**src/nva_pkg.sv**
```systemverilog
package nva_pkg;

  // ----------------------------------------------------------------
  // I/O register offsets
  // ----------------------------------------------------------------
  localparam logic [5:0] ADDR_REG_OFS = 6'h1e;
  localparam logic [5:0] DATA_REG_OFS = 6'h1d;
  localparam logic [5:0] CTRL_REG_OFS = 6'h1c;

  // ----------------------------------------------------------------
  // Control register fields
  // ----------------------------------------------------------------
  localparam int RD_STROBE_BIT = 0;
  localparam int WR_STROBE_BIT = 1;
  localparam int WR_ARM_BIT    = 2;

  // ----------------------------------------------------------------
  // Array geometry and reset values
  // ----------------------------------------------------------------
  localparam int         ARRAY_DEPTH = 128;
  localparam int         ADDR_W      = 7;
  localparam logic [7:0] ERASED_BYTE = 8'hff;
  localparam logic [7:0] REG_RST     = 8'h00;

  // ----------------------------------------------------------------
  // Timing
  // ----------------------------------------------------------------
  localparam int CLK_PERIOD_NS  = 10;
  localparam int ARM_CYCLES     = 4;
  localparam int WR_STALL_CYC   = 2;
  localparam int RD_STALL_CYC   = 4;
  localparam int WR_TIME_US     = 2500;
  localparam int WR_TIME_CYC    = WR_TIME_US * 1000 / CLK_PERIOD_NS;
  localparam int ERASE_FRACTION = 2;

endpackage : nva_pkg

```
**src/nva_access_ctrl.sv**
```systemverilog
`timescale 1ns/100ps

module nva_access_ctrl #(
  parameter int WR_CYCLES = nva_pkg::WR_TIME_CYC
) (
  // Clock and reset
  input  wire logic       sys_clk,
  input  wire logic       arst_n,
  // I/O bus from the core
  input  wire logic [5:0] io_addr,
  input  wire logic       io_wr,
  input  wire logic       io_rd,
  input  wire logic [7:0] io_wdata,
  output logic      [7:0] io_rdata,
  // Core stall
  output logic            cpu_stall
);

  localparam int CW = $clog2(WR_CYCLES + 1);
  localparam logic [CW-1:0] WR_LAST = CW'(WR_CYCLES - 1);
  localparam logic [CW-1:0] ERASE_END = CW'(WR_CYCLES / nva_pkg::ERASE_FRACTION);

  typedef enum logic [1:0] {ST_IDLE, ST_ERASE, ST_PROG} nva_wstate_t;

  typedef struct packed {
    logic [nva_pkg::ADDR_W-1:0] addr;
    logic [7:0]                 data;
    logic                       arm;
    logic [2:0]                 arm_cnt;
    logic                       wr_busy;
    nva_wstate_t                wst;
    logic [CW-1:0]              wcnt;
    logic [2:0]                 stall_cnt;
    logic [7:0]                 rdata;
    logic                       stall;
  } nva_state_t;

  nva_state_t st_ff;
  nva_state_t nxt_st;

  logic [7:0] mem_ff [nva_pkg::ARRAY_DEPTH];

  // ----------------------------------------------------------------
  // Bus decode
  // ----------------------------------------------------------------
  logic wr_ctrl;
  logic wr_addr;
  logic wr_data;
  logic wr_go;
  logic rd_go;
  assign wr_ctrl = io_wr && io_addr == nva_pkg::CTRL_REG_OFS;
  assign wr_addr = io_wr && io_addr == nva_pkg::ADDR_REG_OFS;
  assign wr_data = io_wr && io_addr == nva_pkg::DATA_REG_OFS;
  // Write strobe only counts if armed and no write is running
  assign wr_go = wr_ctrl && io_wdata[nva_pkg::WR_STROBE_BIT] && st_ff.arm
                 && !st_ff.wr_busy;
  assign rd_go = wr_ctrl && io_wdata[nva_pkg::RD_STROBE_BIT]
                 && !st_ff.wr_busy;

  // ----------------------------------------------------------------
  // Next state
  // ----------------------------------------------------------------
  always_comb begin
    nxt_st = st_ff;
    if (wr_addr) begin
      nxt_st.addr = io_wdata[nva_pkg::ADDR_W-1:0];
    end
    if (wr_data) begin
      nxt_st.data = io_wdata;
    end
    // Arm timeout
    if (st_ff.arm) begin
      nxt_st.arm_cnt = st_ff.arm_cnt + 3'h1;
      if (st_ff.arm_cnt == 3'(nva_pkg::ARM_CYCLES - 1)) begin
        nxt_st.arm = 1'b0;
      end
    end
    if (wr_ctrl && io_wdata[nva_pkg::WR_ARM_BIT]
        && !io_wdata[nva_pkg::WR_STROBE_BIT]) begin
      nxt_st.arm     = 1'b1;
      nxt_st.arm_cnt = 3'h0;
    end
    if (wr_go) begin
      nxt_st.arm     = 1'b0;
      nxt_st.wr_busy = 1'b1;
      nxt_st.wst     = ST_ERASE;
      nxt_st.wcnt    = '0;
      nxt_st.stall_cnt = 3'(nva_pkg::WR_STALL_CYC);
    end
    unique case (st_ff.wst)
      ST_IDLE: begin
      end
      ST_ERASE: begin
        nxt_st.wcnt = st_ff.wcnt + CW'(1);
        if (st_ff.wcnt == ERASE_END) begin
          nxt_st.wst = ST_PROG;
        end
      end
      ST_PROG: begin
        nxt_st.wcnt = st_ff.wcnt + CW'(1);
        if (st_ff.wcnt >= WR_LAST) begin
          nxt_st.wst     = ST_IDLE;
          nxt_st.wr_busy = 1'b0;
        end
      end
    endcase
    // Abort leaves the location erased to ERASED_BYTE (whatever phase reached)
    if ((wr_addr || wr_data) && st_ff.wr_busy) begin
      nxt_st.wst     = ST_IDLE;
      nxt_st.wr_busy = 1'b0;
    end
    if (rd_go) begin
      nxt_st.data      = mem_ff[st_ff.addr];
      nxt_st.stall_cnt = 3'(nva_pkg::RD_STALL_CYC);
    end
    if (st_ff.stall_cnt != 3'h0 && !wr_go && !rd_go) begin
      nxt_st.stall_cnt = st_ff.stall_cnt - 3'h1;
    end
    nxt_st.stall = nxt_st.stall_cnt != 3'h0;
    // Read strobe never reads back as one: fetch is done at once
    nxt_st.rdata = reg_mux(io_addr, nxt_st);
  end

  function automatic logic [7:0] reg_mux(input logic [5:0] a,
                                         input nva_state_t s);
    logic [7:0] v;
    v = nva_pkg::REG_RST;
    if (a == nva_pkg::ADDR_REG_OFS) begin
      v = {1'b0, s.addr};
    end else if (a == nva_pkg::DATA_REG_OFS) begin
      v = s.data;
    end else if (a == nva_pkg::CTRL_REG_OFS) begin
      v = {5'h00, s.arm, s.wr_busy, 1'b0};
    end
    return v;
  endfunction : reg_mux

  // ----------------------------------------------------------------
  // State registers
  // ----------------------------------------------------------------
  always_ff @(posedge sys_clk or negedge arst_n) begin
    if (!arst_n) begin
      st_ff <= '0;
    end else begin
      st_ff <= nxt_st;
    end
  end

  // ----------------------------------------------------------------
  // Array: erase to all ones, then program
  // ----------------------------------------------------------------
  generate
    for (genvar i = 0; i < nva_pkg::ARRAY_DEPTH; i++) begin : g_cell
      always_ff @(posedge sys_clk or negedge arst_n) begin
        if (!arst_n) begin
          mem_ff[i] <= nva_pkg::ERASED_BYTE;
        end else if (st_ff.addr == 7'(i)) begin
          if (st_ff.wst == ST_ERASE && st_ff.wcnt == '0) begin
            mem_ff[i] <= nva_pkg::ERASED_BYTE;
          end else if (st_ff.wst == ST_PROG && st_ff.wcnt >= WR_LAST
                       && !(wr_addr || wr_data)) begin
            mem_ff[i] <= st_ff.data;
          end
        end
      end
    end
  endgenerate

  assign io_rdata  = st_ff.rdata;
  assign cpu_stall = st_ff.stall;
endmodule : nva_access_ctrl

```
**config.mk**
```make
export PLATFORM = sky130hd
export DESIGN_NAME = nva_access_ctrl
export DESIGN_NICKNAME = d
export VERILOG_FILES = /design/src/nva_pkg.sv /design/src/nva_access_ctrl.sv
export SDC_FILE = /design/constraint.sdc
export NUM_CORES = 2
export LEC_CHECK = 0
export BUFFER_PORTS_ARGS = -buffer_cell sky130_fd_sc_hd__buf_2
export CORE_AREA = 2 2 357 359
export DETAILED_ROUTE_END_ITERATION = 8
export DIE_AREA = 0 0 359 361
export GPL_TIMING_DRIVEN = 1
export PLACE_DENSITY = 0.54
export SETUP_SLACK_MARGIN = 0.5
export SYNTH_ARGS = -nofsm -noshare
export SYNTH_HDL_FRONTEND = slang
export SYNTH_SLANG_ARGS = --single-unit
```
**constraint.sdc**
```tcl
create_clock -name sys_clk -period 3.4 [get_ports sys_clk]
set_input_delay 0 -clock sys_clk [delete_from_list [all_inputs] [get_ports sys_clk]]
set_output_delay 0 -clock sys_clk [all_outputs]
set_load 0.02 [all_outputs]
```
==> results.cfg <==
[placed_design]
port_buffers = 25
place_inst = 5928
hpwl_um = 87600
dpl_worst_slack_ps = 253
routabilityCongestion = 0.862
placed_area_mm2 = 0.0527

[final_layout]
area.sequential_mm2 = 0.0282
fillers = 11400
layout-drive-gt1-share_pct = 43.0
nets = 4500
multi_input_area_mm2 = 0.0203
postLayoutCellArea_mm2 = 0.0579
fin_cells = 6224
syn_to_final_growth_pct = 15.9
final_core_util_pct = 46.2

[drt]
routed_wl_um = 141000
firstDrtPassIters = 7
ant_nets = 0
vias = 33700
drt_iter0_markers = 2443
wl_per_cell_um = 22.7
drc = 0
viasPerCell = 5.41

[floorplanning]
io_pins = 27
fp.coreArea_mm2 = 0.125
dieArea_mm2 = 0.130
die_w_um = 359
die_height_um = 361
start_util_pct = 39.8
rows = 130

[status]
status = finished, final reports clean

[synthesis]
yosys_warnings = 0
yosys.area.top_type = dfstp_2
synth.distinct_cells = 65
synthFlopType = dfstp_2
syn_inst = 4420
ys_ff_latch = 1076
async_flop_share_pct = 100
synth_top_area_share_pct = 53.9
synth_edf_count = 0
synth_area_mm2 = 0.0500
synth_seq_area_share_pct = 56.5
synthTopCellsByArea = dfstp_2 54%, mux4_2 13%, o21ai_0 10%
synth_common_cells = 1082 x nand2_1, 1039 x o21ai_0, 1024 x dfstp_2
yosys.cell_count.top_type = nand2_1
avgSynthCellArea_um2 = 11.3
syn_nets = 4446

[global_route]
grt_first_pass_wirelength_um = 215000
grt_antenna_before_repair = 1
grt_overflow = 0
grt_usage_pct = 21.6
gr-usage-met2_pct = 34.8
grt-busiest-layer = met2
grt_max_degree = 141
use_met3_pct = 3.21
first_global_vias = 33600
use_met1_pct = 30.6

[critical_path]
start_kind = register
crit_path_start = st_ff[45]
cp.arrival_ps = 3560
crit_required_ps = 4010
reg2reg_from = st_ff[45]
critPathCaptureType = register
cp_max_fo = 18
path_class = reg -> reg

[power_and_ir_drop]
leakagePower_nw = 20.5
peakVddDrop_uv = 407
pwr_density_cell_mw_per_mm2 = 510
power_mw = 29.5

[clocking]
clk_path_buf_depth = 3
cts_sinks = 1076
cts-root-buf = clkbuf_16
h-tree-depth = 3
cts_tree = built
insertion_delay_ps = 740
clkTransAtPathRegs_ps = 70
cts_made_buffers = 116

[timing]
final-setup-viol-count = 0
layout_min_cycle_time_ps = 2950
fin_tns_setup_ps = 0
skew_ps = 33.1
finalHoldWorstSlack_ps = 52.4
hold_viol = 0
fmax_ghz = 0.339
finalCritPeriodShare_pct = 86.8
tightest_slew_ps = 1420
rsz0062_at_grt = yes
finalWorstSetupSlack_ps = 448
slew_headroom_pct = 5.35
slew_viol_final = 0

[min_path]
min_from = io_addr[2]
hp-class = in -> reg

[job]
cap_violations = 0
per-layer routing:
| metal | share of wire [%] | wire (um) | up-vias |
|---|---|---|---|
| met4 | 2.5 | 3550 | 0 |
| met2 | 47 | 66400 | 674 |
| li1 | - | - | 15800 |
| met3 | 4.9 | 6890 | 183 |
| met1 | 46 | 64600 | 17000 |
| met5 | 0 | 0 | - |
area by class of cell:
cell class,count,area share [%]
tap,1650,3.57
inverter,27,0.179
timing repair buffer,322,5.63
multi-input combinational,2931,35.1
clock inverter,39,0.668
clock buffer,178,6.06
antenna,1,0.00432
sequential,1076,48.8
worst paths after layout:
path	slack, ps	cells past startpoint	end
min	50	5	st_ff[35]
min in group asynchronous	190	2	mem_ff[318]
max	450	9	st_ff[40]
max in group asynchronous	2330	3	io_rdata[2]
min reg2reg	460	2	mem_ff[936]
max reg2reg	450	9	st_ff[40]
layout by cell type, fill, tap and decap left out, types with 6 or more instances in the layout:
master,synthesis,layout
clkbuf_8,0,31
buf_16,0,11
dlygate4sd3_1,0,19
ha_1,8,8
o211ai_1,29,29
a211oi_1,6,6
bufinv_16,0,6
nand2_1,1082,1081
buf_4,38,218
and3_1,9,9
nor3_1,13,13
buf_12,0,38
a221oi_1,10,7
nand4_1,12,12
and2_1,8,7
o211ai_4,0,28
inv_1,25,25
o22ai_1,9,8
nand3_1,18,18
mux2i_1,67,61
nor2b_1,8,6
o21ai_0,1039,1039
a21oi_1,17,17
o211ai_2,101,73
o21ai_1,12,12
clkbuf_1,234,28
mux2_2,18,18
clkbuf_16,0,124
dfrtp_1,52,46
dfstp_2,1024,1024
clkinv_2,0,25
buf_2,103,25
mux4_2,283,283
nor2_4,0,9
a31oi_1,7,7
a22oi_1,7,7
nor2_1,92,82
a22o_1,7,7
what timing repair did:
| action | 4_1_cts | 5_1_grt |
|---|---|---|
| pin swaps | 0 | 6 |
| hold buffers | 19 | 0 |
| hold endpoints to repair | 185 | 0 |
| setup endpoints to repair | 8 | 649 |
| gates cloned | 2 | 9 |
| setup buffers | 10 | 38 |
| gates resized for setup | 14 | 53 |
registers in the layout, summed over array words and instances, names as in the netlist:
signal     count
mem_ff      1024
io_rdata       8
st_ff         43
cpu_stall      1
critical path, stage by stage, from the launching register on:
cell      delay [ps]
dfrtp_4          540
buf_4            170
buf_4            140
buf_16           160
buf_4            150
mux4_2           400
mux4_2           540
mux2_2           330
a221oi_2         290
nor3_1            80
cell families (layout without fill, tap and decap cells):
kind of cell / after synthesis / in the layout / synth area share, %
multiplexers: 368 / 368 / 14.5
buffers and inverters: 417 / 566 / 3.80
other: 0 / 1 / 0
AND/OR/NAND/NOR: 1269 / 1273 / 10.0
adder cells (fa/ha/maj): 8 / 8 / 0.200
AO/OA/AOI/OAI: 1280 / 1280 / 15.0
XOR/XNOR: 2 / 2 / 0.0351
flip-flops: 1076 / 1076 / 56.5
report_power, final:
group          switching [mW]  internal [mW]
Clock                    5.32           7.53
Sequential              0.132           13.0
Combinational            2.48           1.10
Total                    7.93           21.6
No activity file was read; power rests on OpenSTA's default activity.
